**src/hdl/kbsl_consts.svh**
```systemverilog
// Summary of operation
// - read 76 keys via five 16-input muxes
// - poll upper and lower bank via bank select
// - four-bit select picks switch on every mux
// - lower bank uses three senses, upper two
// - key data leaves serially on shared line
// - host sync pulses enter sync sense input
// - transfer only when host starts it
// - detect both sync edges, then acknowledge
// - send byte low nibble first, then high
// - no pending data: no ack, stay idle
`ifndef KBSL_CONSTS_SVH
`define KBSL_CONSTS_SVH
`define KBSL_CLK_MHZ 20
`define KBSL_SYNC_MIN_NS 10000
`define KBSL_SYNC_MIN_CYC ((`KBSL_SYNC_MIN_NS * `KBSL_CLK_MHZ + 999) / 1000)
`define KBSL_ACK_NS 5000
`define KBSL_ACK_CYC ((`KBSL_ACK_NS * `KBSL_CLK_MHZ + 999) / 1000)
`define KBSL_BIT_NS 20000
`define KBSL_BIT_CYC ((`KBSL_BIT_NS * `KBSL_CLK_MHZ + 999) / 1000)
`define KBSL_SETTLE_CYC 8
`define KBSL_FIFO_DEPTH 8
`define KBSL_KEYS 76
`endif

```
**src/hdl/kbsl_pkg.sv**
```systemverilog
package kbsl_pkg;
  // link sequencer states
  typedef enum logic [2:0] {
    KBSL_IDLE = 3'b000,
    KBSL_SYNC = 3'b001,
    KBSL_ACK = 3'b010,
    KBSL_GAP = 3'b011,
    KBSL_BITS = 3'b100
  } kbsl_state_t;
  // scan outputs toward the mux banks
  typedef struct packed {
    logic bank_select_line;
    logic [3:0] switch_select_outputs;
  } kbsl_scan_t;
endpackage

```
**src/hdl/kbsl_fifo.sv**
```systemverilog
`timescale 1ns/10ps
// small synchronous fifo, one word per cycle each side
module kbsl_fifo #(
  parameter int WIDTH = 8,
  parameter int DEPTH = 8
) (
  input wire logic clk,
  input wire logic rst,
  input wire logic [WIDTH-1:0] in_data,
  input wire logic in_valid,
  output logic in_ready,
  output logic [WIDTH-1:0] out_data,
  output logic out_valid,
  input wire logic out_ready
);
  localparam int AW = $clog2(DEPTH);
  logic [WIDTH-1:0] mem [DEPTH]; // storage
  logic [AW-1:0] wr_ptr; // write index
  logic [AW-1:0] rd_ptr; // read index
  logic [AW:0] count; // words held
  logic push;
  logic pop;
  assign in_ready = (count != (AW+1)'(DEPTH));
  assign out_valid = (count != '0);
  assign out_data = mem[rd_ptr];
  assign push = in_valid && in_ready;
  assign pop = out_valid && out_ready;
  // pointers and occupancy
  always_ff @(posedge clk) begin
    if (rst) begin
      wr_ptr <= '0;
      rd_ptr <= '0;
      count <= '0;
    end else begin
      if (push) begin
        mem[wr_ptr] <= in_data;
        wr_ptr <= (wr_ptr == AW'(DEPTH-1)) ? '0 : wr_ptr + 1'b1;
      end
      if (pop) begin
        rd_ptr <= (rd_ptr == AW'(DEPTH-1)) ? '0 : rd_ptr + 1'b1;
      end
      count <= count + (AW+1)'(push) - (AW+1)'(pop);
    end
  end
endmodule // kbsl_fifo

```
**src/hdl/kbsl_keyboard.sv**
```systemverilog
`timescale 1ns/10ps
`include "kbsl_consts.svh"
// keyboard side: scans the key matrix, queues key events, answers syncs
module kbsl_keyboard #(
  parameter int SYNC_MIN_CYC = `KBSL_SYNC_MIN_CYC,
  parameter int ACK_CYC = `KBSL_ACK_CYC,
  parameter int BIT_CYC = `KBSL_BIT_CYC,
  parameter int SETTLE_CYC = `KBSL_SETTLE_CYC,
  parameter int FIFO_DEPTH = `KBSL_FIFO_DEPTH
) (
  input wire logic clk,
  input wire logic rst,
  output kbsl_pkg::kbsl_scan_t scan,
  input wire logic [2:0] key_sense_inputs,
  input wire logic sync_sense_input,
  output logic serial_key_output,
  output logic line_oe,
  output logic overflow
);
  localparam int CW = 16;
  // scan and link state in one struct; synchronisers and fifo sit outside it
  typedef struct packed {
    kbsl_pkg::kbsl_state_t st;
    kbsl_pkg::kbsl_scan_t scan;
    logic [CW-1:0] settle; // mux settle counter
    logic [15:0] bank_lo; // last seen key states, lower bank, per sense
    logic [15:0] bank_lo2;
    logic [15:0] bank_lo3;
    logic [15:0] bank_up2; // upper bank, second and third sense
    logic [15:0] bank_up3;
    logic [CW-1:0] tmr; // link timer
    logic [2:0] bit_idx; // bit within the byte
    logic [7:0] shreg; // byte being sent
    logic line_low; // pull line low
    logic overflow;
  } kbsl_regs_t;
  kbsl_regs_t r;
  kbsl_regs_t next_r;
  // sample point in quarter steps; the sense pin synchroniser uses two of it
  localparam logic [CW-3:0] SETTLE_Q = (CW-2)'(SETTLE_CYC / 4);
  logic settle_done; // sense lines settled for this switch
  assign settle_done = (r.settle[CW-1:2] == SETTLE_Q);
  logic [1:0] sync_meta; // two-flop synchroniser for the line
  logic [2:0] sense_meta; // first stage for the mux sense pins
  logic [2:0] sense_sync; // second stage, the only one logic reads
  logic line_in; // synchronised line level
  logic line_prev; // for edge detection
  logic [7:0] ev_data; // key event toward fifo
  logic ev_valid;
  logic ev_ready;
  logic [7:0] q_data;
  logic q_valid;
  logic q_pop;
  assign line_in = sync_meta[1];
  // line synchroniser; only second stage is read by logic
  always_ff @(posedge clk) begin
    if (rst) begin
      sync_meta <= 2'h3;
      line_prev <= 1'b1;
      sense_meta <= 3'h0;
      sense_sync <= 3'h0;
    end else begin
      sync_meta <= {sync_meta[0], sync_sense_input};
      line_prev <= line_in;
      // mux outputs are asynchronous pins; costs two cycles of settle
      sense_meta <= key_sense_inputs;
      sense_sync <= sense_meta;
    end
  end
  // event queue; a full queue stalls the scan so no change is lost
  kbsl_fifo #(.WIDTH(8), .DEPTH(FIFO_DEPTH)) u_fifo (
    .clk(clk),
    .rst(rst),
    .in_data(ev_data),
    .in_valid(ev_valid),
    .in_ready(ev_ready),
    .out_data(q_data),
    .out_valid(q_valid),
    .out_ready(q_pop)
  );
  logic sense_prev; // stored state for the current key
  logic sense_now; // current sampled state
  logic key_ok; // this position maps to a real key
  logic [1:0] sel_line;
  // pick which sense line and stored bit belong to this scan step
  always_comb begin
    sel_line = r.settle[1:0];
    key_ok = 1'b1;
    sense_now = 1'b0;
    sense_prev = 1'b0;
    if (!r.scan.bank_select_line) begin
      unique case (sel_line)
        2'h0: begin
          sense_now = sense_sync[0];
          sense_prev = r.bank_lo[r.scan.switch_select_outputs];
        end
        2'h1: begin
          sense_now = sense_sync[1];
          sense_prev = r.bank_lo2[r.scan.switch_select_outputs];
        end
        2'h2: begin
          sense_now = sense_sync[2];
          sense_prev = r.bank_lo3[r.scan.switch_select_outputs];
        end
        2'h3: key_ok = 1'b0;
      endcase
    end else begin
      // upper bank has no first sense line
      unique case (sel_line)
        2'h1: begin
          sense_now = sense_sync[1];
          sense_prev = r.bank_up2[r.scan.switch_select_outputs];
        end
        2'h2: begin
          sense_now = sense_sync[2];
          sense_prev = r.bank_up3[r.scan.switch_select_outputs];
        end
        default: key_ok = 1'b0;
      endcase
    end
    // key code: bank, sense line, switch; msb is up/down polarity
    ev_data = {sense_now, r.scan.bank_select_line, sel_line,
               r.scan.switch_select_outputs};
    ev_valid = key_ok && settle_done && (sense_now != sense_prev);
  end
  // next-state logic for scan and link
  always_comb begin
    next_r = r;
    q_pop = 1'b0;
    // scan: settle, sample each sense line, then step the switch select
    if (!(ev_valid && !ev_ready)) begin
      if (settle_done && sel_line == 2'h3) begin
        next_r.settle = '0;
        next_r.scan.switch_select_outputs =
          r.scan.switch_select_outputs + 4'h1;
        if (r.scan.switch_select_outputs == 4'hF) begin
          next_r.scan.bank_select_line =
            ~r.scan.bank_select_line;
        end
      end else begin
        next_r.settle = r.settle + CW'(1);
      end
      if (key_ok && settle_done) begin
        // record new state of this key, five muxes overall
        unique case ({r.scan.bank_select_line, sel_line})
          3'h0: next_r.bank_lo[r.scan.switch_select_outputs] = sense_now;
          3'h1: next_r.bank_lo2[r.scan.switch_select_outputs] = sense_now;
          3'h2: next_r.bank_lo3[r.scan.switch_select_outputs] = sense_now;
          3'h5: next_r.bank_up2[r.scan.switch_select_outputs] = sense_now;
          3'h6: next_r.bank_up3[r.scan.switch_select_outputs] = sense_now;
          default: ;
        endcase
      end
    end
    // sticky overflow if a key change waits on a full queue
    if (ev_valid && !ev_ready) begin
      next_r.overflow = 1'b1;
    end
    next_r.tmr = r.tmr + CW'(1);
    unique case (r.st)
      kbsl_pkg::KBSL_IDLE: begin
        // wait for host to pull line low; never start alone
        if (line_prev && !line_in) begin
          next_r.st = kbsl_pkg::KBSL_SYNC;
          // the first low cycle has already passed the synchroniser
          next_r.tmr = CW'(1);
        end
      end
      kbsl_pkg::KBSL_SYNC: begin
        // rising edge ends sync; short glitches are ignored
        if (!line_prev && line_in) begin
          if (r.tmr >= CW'(SYNC_MIN_CYC) && q_valid) begin
            next_r.st = kbsl_pkg::KBSL_ACK;
            next_r.tmr = '0;
            next_r.line_low = 1'b1;
            next_r.shreg = q_data;
            q_pop = 1'b1;
          end else begin
            next_r.st = kbsl_pkg::KBSL_IDLE;
          end
        end
      end
      kbsl_pkg::KBSL_ACK: begin
        if (r.tmr == CW'(ACK_CYC - 1)) begin
          next_r.line_low = 1'b0;
          next_r.st = kbsl_pkg::KBSL_GAP;
          next_r.tmr = '0;
        end
      end
      kbsl_pkg::KBSL_GAP: begin
        if (r.tmr == CW'(BIT_CYC - 1)) begin
          next_r.st = kbsl_pkg::KBSL_BITS;
          next_r.tmr = '0;
          next_r.bit_idx = 3'h0;
          next_r.line_low = ~r.shreg[0];
        end
      end
      kbsl_pkg::KBSL_BITS: begin
        // lsb first: low nibble goes out before high nibble
        if (r.tmr == CW'(BIT_CYC - 1)) begin
          next_r.tmr = '0;
          if (r.bit_idx == 3'h7) begin
            next_r.line_low = 1'b0;
            next_r.st = kbsl_pkg::KBSL_IDLE;
          end else begin
            next_r.bit_idx = r.bit_idx + 3'h1;
            next_r.line_low = ~r.shreg[r.bit_idx + 3'h1];
          end
        end
      end
      default: next_r.st = kbsl_pkg::KBSL_IDLE;
    endcase
  end
  // state register
  always_ff @(posedge clk) begin
    if (rst) begin
      r <= '0;
    end else begin
      r <= next_r;
    end
  end
  // line only ever pulled low or released
  assign serial_key_output = 1'b0;
  assign line_oe = r.line_low;
  assign scan = r.scan;
  assign overflow = r.overflow;
endmodule // kbsl_keyboard

```
**config.mk**
```make
export PLATFORM = sky130hd
export DESIGN_NAME = kbsl_keyboard
export DESIGN_NICKNAME = d
export VERILOG_FILES = /design/src/hdl/kbsl_pkg.sv /design/src/hdl/kbsl_fifo.sv /design/src/hdl/kbsl_keyboard.sv
export VERILOG_INCLUDE_DIRS = /design/src /design/src/hdl
export SDC_FILE = /design/constraint.sdc
export NUM_CORES = 1
export LEC_CHECK = 0
export BUFFER_PORTS_ARGS = -buffer_cell sky130_fd_sc_hd__buf_2
export CAP_MARGIN = 40
export CORE_ASPECT_RATIO = 1.4
export CORE_MARGIN = 2
export CORE_UTILIZATION = 30
export CTS_CLUSTER_DIAMETER = 80
export DETAILED_ROUTE_END_ITERATION = 10
export GPL_TIMING_DRIVEN = 0
export RECOVER_POWER = 50
export SETUP_SLACK_MARGIN = 0.02
export SLEW_MARGIN = 20
export SYNTH_ARGS = -nofsm -noshare
export SYNTH_HDL_FRONTEND = slang
export SYNTH_SLANG_ARGS = --single-unit
export TNS_END_PERCENT = 50
```
**constraint.sdc**
```tcl
create_clock -name clk -period 4.79 [get_ports clk]
set_clock_uncertainty 0.05 [all_clocks]
set_input_delay 0.479 -clock clk [delete_from_list [all_inputs] [get_ports clk]]
set_output_delay 0.479 -clock clk [all_outputs]
set_load 0.05 [all_outputs]
```
==> results.json, run 1 <==
{
  "synth-simple-area-share_pct": 16.1,
  "stdcell_area_sq_um": 11700,
  "cts_buffer_depth": 3,
  "hp-class": "input port to register",
  "drive_above_1_share_pct": 9.97,
  "period_minus_slack_ns": 4.50,
  "fin_ws_ns": 0.287,
  "synthMuxAreaShare_pct": 10.1,
  "synth_compound_area_share_pct": 14.9,
  "grt_max_degree": 18,
  "relSlewSlack_pct": 45.2,
  "synth_edf_count": 64,
  "drt-total-wl_mm": 27.9,
  "yosysSeqAreaShare_pct": 49.0,
  "yosysWarnings": 0,
  "synth_xor_area_share_pct": 2.68,
  "ir_worst_vdd_mv": 0.225,
  "cp_slowest_cell": "nor3_2",
  "fin_tns_setup_ns": 0,
  "worst_pin_slew_ns": 0.823,
  "synthCells": 1002,
  "cts_num_sinks": 216,
  "finalCritPeriodShare_pct": 94.0,
  "syn_area_sq_um": 10100,
  "maxCapViolCount": 0,
  "leakagePower_nw": 3.68,
  "synth_fa_ha_area_share_pct": 2.92,
  "synth_area_per_cell_sq_um": 10.1,
  "cts_root_buffer": "clkbuf_16",
  "firstDrtPassIters": 5,
  "routedWlPerCell_um": 18.5,
  "grt_pass1_vias": 8003,
  "cts.clk_slew.worst_paths_ns": 0.07,
  "drc": 0,
  "overflow": 0,
  "layout.cells.non_filler": 1508,
  "p_total_mw": 4.02,
  "grtUsageTotal_pct": 15.6,
  "setup_violations": 0,
  "grt_pass1_wl_mm": 43.9,
  "cp.arrival_ns": 4.60,
  "antenna_found_initial": 0,
  "dp.cells": 1464,
  "worstSetupPathType": "register to register",
  "dp_hpwl_mm": 20.2,
  "area_delta_synth_final_pct": 15.2,
  "rsz0062_at_grt": "yes",
  "dieArea_sq_um": 35300,
  "n_antenna_cell": 0,
  "htree_levels": 1,
  "yosysUniqueCellTypes": 54,
  "gp_congestion": 0.903,
  "cts_tree": "done",
  "core-area_sq_um": 33200,
  "p_per_area_nw_per_um2": 345,
  "fmax_mhz": 222,
  "holdWs_ns": 0.109,
  "synth.ff_latch_count": 216,
  "ys_async_sr_fraction_pct": 0,
  "placementRows": 79,
  "initial_utilization_pct": 30.5,
  "nets": 1075,
  "route.vias.total": 7958,
  "design.portCount": 14,
  "drtAntennaViolNets": 0,
  "synth_top_family_by_area": "simple AND/OR/NAND/NOR gates",
  "synth-main-ff-cell": "dfxtp_1",
  "required_ns": 4.89,
  "die_x_um": 159,
  "end_kind": "register",
  "start_kind": "register",
  "final_core_util_pct": 35.1,
  "hold_viol": 0,
  "placed_cell_area_sq_um": 10800,
  "crit_fanout": 12,
  "slowest_delay_ns": 0.73,
  "dp_slack_ns": 0.256,
  "hold_buffers": 0,
  "vias_per_cell": 5.28,
  "fp.dieH_um": 221,
  "path_cells": "buf_2 > buf_4 > buf_2 > mux2i_1 > nand2_1 > nand3_1 > nand3_1 > nor3_4 > xor2_1 > nand2_1 > nor3_2",
  "status": "finished clean",
  "port_buffers": 12,
  "drt-initial-drc-count": 552,
  "insertion_delay_ns": 0.53,
  "cts_resized": 0,
  "post_cts_buffers": 0,
  "cts_buffers": 24,
  "syn_nets": 1031,
  "slew_violations": 0
}
## kinds of logic (layout without fill, tap and decap cells)
group           Yosys count  after routing
flops                   216            216
mux                      68             68
xor+xnor                 31             31
compound gates          219            219
simple gates            342            342
buf+inv                 102            163
fa+ha+maj                23             23
other cells               1              1
## critical path, delay by kind of cell (launching register included)
family        cells  cell delay (ns)
buf+inv           3             0.98
flops             1             0.63
xor+xnor          1             0.33
simple gates      6             1.79
mux               1             0.32
## registers in the layout (all words and copies together), names as in the netlist
register,count
u_fifo.mem,64
overflow,1
u_fifo.rd_ptr,3
scan,5
line_prev,1
u_fifo.wr_ptr,3
r,124
line_oe,1
ev_data,2
sense_meta,3
sense_sync,3
u_fifo.count,4
sync_meta,2
## cells in the final DEF, fill, tap and decap left out, drive strengths merged, types with 4 or more instances in the layout
master / Yosys / layout
a211oi: 11 / 11
a21o: 4 / 4
a21oi: 16 / 16
a22oi: 7 / 7
and2: 17 / 17
and3: 17 / 17
buf: 17 / 26
clkbuf: 62 / 105
dfxtp: 152 / 152
edfxtp: 64 / 64
ha: 22 / 22
inv: 23 / 26
mux2i: 38 / 38
mux4: 27 / 27
nand2: 118 / 118
nand2b: 7 / 7
nand3: 38 / 38
nand4: 9 / 9
nor2: 78 / 78
nor2b: 18 / 18
nor3: 13 / 13
nor4: 9 / 9
nor4b: 4 / 4
o21ai: 85 / 85
o311ai: 80 / 80
o31ai: 4 / 4
xnor2: 13 / 13
xor2: 18 / 18
## per-layer routing
metal	part of all wire (%)	track usage, %	up-vias	wire (um)
li1	-	-	3800	-
met1	38	17.4	3823	10700
met2	50	28.3	237	14100
met3	5.3	2.32	98	1470
met4	6.1	8.68	0	1710
met5	0	0	-	0
## cell usage after synthesis (18+ instances only)
cell,number,area [sq um]
dfxtp_1,152,3040
nand2_1,118,443
o21ai_0,84,420
o311ai_0,80,701
nor2_1,78,293
edfxtp_1,64,1920
clkbuf_1,62,233
mux2i_1,38,380
nand3_1,38,190
mux4_2,27,608
inv_1,23,86.3
ha_1,22,275
nor2b_1,18,113
xor2_1,18,158
## final timing paths
kind              cells after the start        startpoint  slack [ns]               end
hold / removal                        2  sync_sense_input        0.11      sync_meta[0]
setup reg to reg                     11           scan[1]        0.29  u_fifo.mem[7][6]
setup / recovery                     11           scan[1]        0.29  u_fifo.mem[7][6]
hold reg to reg                       1      sync_meta[0]        0.37      sync_meta[1]
## report_power, final
part | internal, mW | switching [mW]
combinational | 0.0373 | 0.0923
clock | 1.22 | 0.772
sequential | 1.89 | 0.0164
total | 3.14 | 0.881
## area by class of cell
type,count,area (sq um)
Buffer,79,345
Clock buffer,34,719
Clock inverter,9,143
Fill cell,3394,21500
Inverter,23,86.3
Multi-Input combinational cell,684,4780
Sequential cell,216,4960
Tap cell,445,557
Timing Repair Buffer,18,78.8
Power figures use the tool's default switching activity.
==> run 2, diff against run 1 <==
--- a/config.mk
+++ b/config.mk
@@ -14,6 +14,7 @@
 export CTS_CLUSTER_DIAMETER = 80
 export DETAILED_ROUTE_END_ITERATION = 10
 export GPL_TIMING_DRIVEN = 0
+export PLACE_DENSITY_LB_ADDON = 0.12
 export RECOVER_POWER = 50
 export SETUP_SLACK_MARGIN = 0.02
 export SLEW_MARGIN = 20
==> constraint.sdc (replaced) <==
create_clock -name clk -period 3.8 [get_ports clk]
set_clock_uncertainty 0.05 [all_clocks]
set_input_delay 0.38 -clock clk [delete_from_list [all_inputs] [get_ports clk]]
set_output_delay 0.38 -clock clk [all_outputs]
set_load 0.05 [all_outputs]
==> results.json, run 2 (synthesized netlist as in run 1, its figures left out) <==
{
  "status": "finished clean",
  "largest_reg_flops": 124,
  "regToRegEndpoint": "r[93]",
  "grt_max_degree": 18,
  "slew_violations": 0,
  "drive_above_1_share_pct": 13.7,
  "die_x_um": 159,
  "antenna_found_initial": 0,
  "swShare_pct": 22.2,
  "maxCapViolCount": 0,
  "crit_fanout": 12,
  "grt_pass1_wl_mm": 49.2,
  "ir_worst_vdd_mv": 0.291,
  "worst_pin_slew_ns": 0.752,
  "port_buffers": 12,
  "met1_usage_pct": 21.2,
  "cts_buffers": 24,
  "setup_violations": 0,
  "gp_congestion": 0.860,
  "hold_viol": 0,
  "drc": 0,
  "insertion_delay_ns": 0.53,
  "slowest_delay_ns": 0.45,
  "drt-total-wl_mm": 32.3,
  "dp_hpwl_mm": 22.8,
  "htree_levels": 1,
  "design.portCount": 14,
  "hp-class": "input port to register",
  "fp.dieH_um": 221,
  "routedWlPerCell_um": 21.1,
  "grtUsageTotal_pct": 18.1,
  "r2r_slack_ns": 0.13,
  "multi_input_area_sq_um": 4860,
  "r2r_start": "scan[1]",
  "area_delta_synth_final_pct": 17.8,
  "finalCritPeriodShare_pct": 96.6,
  "nets": 1097,
  "crit_start": "scan[1]",
  "final_common_cell": "dfxtp_1",
  "cp.arrival_ns": 4.01,
  "cp_slowest_cell": "dfxtp_4",
  "cts_tree": "done",
  "power_frac_clock_pct": 47.9,
  "fill_cells": 3432,
  "placementRows": 79,
  "n_antenna_cell": 0,
  "dp_slack_ns": -1.04,
  "relSlewSlack_pct": 49.8,
  "p_seq_share_pct": 48.5,
  "end_kind": "register",
  "cts_num_sinks": 216,
  "vias_per_cell": 5.24,
  "drtAntennaViolNets": 0,
  "fmax_mhz": 272,
  "overflow": 0,
  "holdPathEnd": "sense_meta[1]",
  "cts_root_buffer": "clkbuf_16",
  "fin_ws_ns": 0.128,
  "grt_pass1_vias": 8043,
  "period_minus_slack_ns": 3.67,
  "core-area_sq_um": 33200,
  "route.vias.total": 8029,
  "min_path_cells": 2,
  "drt-initial-drc-count": 580,
  "rsz0062_at_grt": "no",
  "firstDrtPassIters": 6,
  "worstSetupPathType": "register to register",
  "required_ns": 4.14,
  "p_sw_mw": 1.10,
  "dieArea_sq_um": 35300,
  "grtUsageMet3_pct": 2.31,
  "internal_power_mw": 3.85,
  "initial_utilization_pct": 30.5,
  "start_kind": "register",
  "reg2reg_depth": 13,
  "p_per_area_nw_per_um2": 414,
  "hp-start": "key_sense_inputs[1]",
  "regMostFlops": "r",
  "leakagePower_nw": 3.82,
  "cts_buffer_depth": 3,
  "p_total_mw": 4.95,
  "combPwrFrac_pct": 3.5,
  "seq_area_sq_um": 4980,
  "cts.clk_slew.worst_paths_ns": 0.06,
  "use_met2_pct": 32.7,
  "top_usage_layer": "met2",
  "path_cells": "buf_4 > buf_6 > buf_8 > mux2i_2 > a22oi_1 > nand3_1 > nand3_1 > nor3_4 > buf_4 > mux2_2 > buf_2 > o311ai_0 > o21ai_0",
  "layout_common_cells": "147 x dfxtp_1, 117 x nand2_1, 84 x o21ai_0, 77 x nor2_1, 67 x clkbuf_1"
}
==> run 2: metal layers <==
layer	wire [um]	vias up
met1	13200	3921
met3	1180	71
met2	16500	187
li1	-	3850
met4	1470	0
met5	0	-
==> run 2: stage by stage <==
step / instance area (sq um) / instances / setup TNS [ns] / hold slack (ns) / util (%)
after floorplan: 10100 / 1002 / 0 / 0.339 / -
after global placement: 10700 / 1459 / -151.58 / 0.356 / 32.4
after detailed placement: 10900 / 1468 / -101.92 / 0.350 / 32.7
after CTS: 11900 / 1523 / 0 / 0.0137 / 35.7
after global routing: 11900 / 1531 / 0 / 0.0204 / 35.9
final: 11900 / 1531 / 0 / 0.0283 / 35.9
==> run 2: worst max-delay path: cells and delay by family, from the launching register on <==
family | cells | cell delay [ns]
mux | 2 | 0.73
buf+inv | 5 | 1.06
compound gates | 3 | 0.64
flops | 1 | 0.45
simple gates | 3 | 0.56
==> run 2: power by group through the flow <==
stage | clock [mW] | combinational [mW] | sequential [mW]
2_1_floorplan | 0 | 0.110 | 2.45
3_3_place_gp | 0 | 0.169 | 2.45
3_5_place_dp | 0 | 0.169 | 2.45
4_1_cts | 2.44 | 0.177 | 2.40
5_1_grt | 2.55 | 0.195 | 2.40
6_report | 2.37 | 0.176 | 2.40
==> run 2: worst max path at each step <==
| stage | endpoint | slack (ns) | cells after the start |
|---|---|---|---|
| global placement | u_fifo.mem[4][4] | -1.96 | 11 |
| detailed placement | u_fifo.mem[1][5] | -1.04 | 12 |
| CTS | r[81] | 0.03 | 13 |
| floorplan | u_fifo.mem[1][0] | 0.04 | 10 |
| global route | r[97] | 0.02 | 13 |
| finish | r[93] | 0.13 | 13 |
==> run 2: area by class of cell <==
| type | count | share of cell area (%) |
|---|---|---|
| Tap cell | 445 | 4.67 |
| Clock buffer | 36 | 5.92 |
| Buffer | 79 | 3.19 |
| Inverter | 23 | 0.723 |
| Timing Repair Buffer | 40 | 2.35 |
| Clock inverter | 8 | 0.734 |
| Sequential cell | 216 | 41.7 |
| Multi-Input combinational cell | 684 | 40.7 |
==> run 2: repair_timing <==
| item | CTS | global route |
|---|---|---|
| buffers inserted | 9 | 8 |
| resized for setup | 29 | 55 |
| pin swaps | 4 | 4 |
| hold buffers | 2 | 0 |
| hold endpoints to repair | 2 | 0 |
| setup endpoints to repair | 170 | 118 |
==> run 3, diff against run 2 <==
--- a/config.mk
+++ b/config.mk
@@ -8,9 +8,9 @@
 export LEC_CHECK = 0
 export BUFFER_PORTS_ARGS = -buffer_cell sky130_fd_sc_hd__buf_2
 export CAP_MARGIN = 40
-export CORE_ASPECT_RATIO = 1.4
+export CORE_ASPECT_RATIO = 0.7
 export CORE_MARGIN = 2
-export CORE_UTILIZATION = 30
+export CORE_UTILIZATION = 55
 export CTS_CLUSTER_DIAMETER = 80
 export DETAILED_ROUTE_END_ITERATION = 10
 export GPL_TIMING_DRIVEN = 0
==> constraint.sdc (replaced) <==
create_clock -name clk -period 3.03 [get_ports clk]
set_clock_uncertainty 0.05 [all_clocks]
set_input_delay 0.303 -clock clk [delete_from_list [all_inputs] [get_ports clk]]
set_output_delay 0.303 -clock clk [all_outputs]
set_load 0.05 [all_outputs]
==> results.json, run 3 (synthesized netlist as in run 1, its figures left out) <==
{
  "cts_num_sinks": 216,
  "hold_viol": 0,
  "crit_fanout": 7,
  "overflow": 0,
  "dp_slack_ns": -1.09,
  "path_cells": "buf_12 > buf_12 > mux4_2 > mux2_2 > nand4_1 > nand3_2 > nor3_4 > buf_12 > xor2_4 > nand2_4 > inv_4 > ha_4 > fa_2 > nor2b_1",
  "grt_pass1_wl_mm": 47.8,
  "cts.clk_slew.worst_paths_ns": 0.06,
  "fp.dieH_um": 118,
  "leakagePower_nw": 4.18,
  "n_antenna_cell": 0,
  "p_per_area_nw_per_um2": 461,
  "slowest_delay_ns": 0.53,
  "routedWlPerCell_um": 23.6,
  "start_kind": "register",
  "finalCritPeriodShare_pct": 109,
  "dp.cells": 1250,
  "drc": 0,
  "critPathTopFamily": "multiplexers",
  "setup_violations": 159,
  "cts_tree": "done",
  "layout.cells.non_filler": 1350,
  "p_total_mw": 6.04,
  "die_x_um": 166,
  "failed_checks": "setup timing",
  "cts_buffer_depth": 3,
  "largest_reg_flops": 124,
  "final_core_util_pct": 72.8,
  "port_buffers": 12,
  "final_common_cell": "dfxtp_1",
  "fmax_mhz": 302,
  "cts_buffers": 22,
  "period_minus_slack_ns": 3.31,
  "core-area_sq_um": 18000,
  "initial_utilization_pct": 56.2,
  "route.vias.total": 8914,
  "drt-total-wl_mm": 31.8,
  "crit_top_cell": "buf_12",
  "antenna_found_initial": 0,
  "drt-initial-drc-count": 1103,
  "relSlewSlack_pct": 30.5,
  "drtAntennaViolNets": 0,
  "placementRows": 41,
  "placed_cell_area_sq_um": 10600,
  "grt_max_degree": 18,
  "firstDrtPassIters": 6,
  "worstSetupPathType": "register to register",
  "htree_levels": 1,
  "worst_pin_slew_ns": 1.04,
  "grt_pass1_vias": 8311,
  "area_delta_synth_final_pct": 29.4,
  "required_ns": 3.35,
  "drive_above_1_share_pct": 26.2,
  "grtUsageTotal_pct": 31.2,
  "end_kind": "register",
  "fin_ws_ns": -0.276,
  "stdcell_area_sq_um": 13100,
  "cp_slowest_cell": "mux4_2",
  "dp_hpwl_mm": 20.1,
  "status": "complete, but fails checks",
  "gp_congestion": 0.986,
  "regMostFlops": "r",
  "seq_area_sq_um": 4970,
  "vias_per_cell": 6.60,
  "rsz0062_at_grt": "yes",
  "ir_worst_vdd_mv": 0.333,
  "slew_violations": 0,
  "cp.arrival_ns": 3.62,
  "layout_common_cells": "148 x dfxtp_1, 117 x nand2_1, 73 x nor2_1, 67 x o21ai_1, 64 x edfxtp_1",
  "fill_cells": 1179,
  "cts_root_buffer": "clkbuf_16",
  "design.portCount": 14,
  "insertion_delay_ns": 0.50,
  "maxCapViolCount": 0,
  "nets": 1128,
  "path_buf_inv": 4,
  "dieArea_sq_um": 19500,
  "multi_input_area_sq_um": 5720,
  "hp-class": "input port to register"
}
run 3: metrics by stage:
stage	hold slack, ns	TNS [ns]
after floorplan	0.339	-8.61
after global placement	0.341	-152.64
after detailed placement	0.344	-154.00
after CTS	0.00412	-16.90
after global routing	0.0113	-36.88
final	0.00258	-24.64
run 3: path summary, 6_finish.rpt:
path                  startpoint         endpoint  slack (ns)  cells past startpoint
max                      scan[0]  u_fifo.count[1]       -0.28                     14
min          key_sense_inputs[2]    sense_meta[2]       0.003                      2
max reg2reg              scan[0]  u_fifo.count[1]       -0.28                     14
min reg2reg         sync_meta[0]     sync_meta[1]        0.37                      1
run 3: area by class of cell:
type                       instances  area share [%]
tap                              236            2.25
clock inverter                     6           0.248
multi-input combinational        685            43.7
sequential                       216            38.0
buffer                            79            4.20
inverter                          23           0.678
timing repair buffer              72            5.53
clock buffer                      33            5.46
run 3: power by group:
group          total, mW  internal, mW  leakage (nW)  switching (mW)
combinational      0.276        0.0811          1.98           0.195
sequential          3.00          2.98          1.82          0.0161
clock               2.76          1.63         0.377            1.13
run 3: timing repair:
action,4_1_cts,5_1_grt
endpoints found under the setup margin,181,182
resized for setup,271,118
pin swaps,45,8
hold buffers,3,0
hold endpoints to repair,3,0
setup buffers,31,16
gates cloned,5,5
run 3: layer usage:
metal | GRT usage (%) | routed length, um | vias to the layer above | part of all wire, %
met1 | 47.0 | 13500 | 4337 | 42
met5 | 0 | 0 | - | 0
met2 | 41.8 | 13000 | 589 | 41
li1 | - | - | 3902 | -
met3 | 11.9 | 4650 | 86 | 15
met4 | 7.83 | 771 | 0 | 2.4
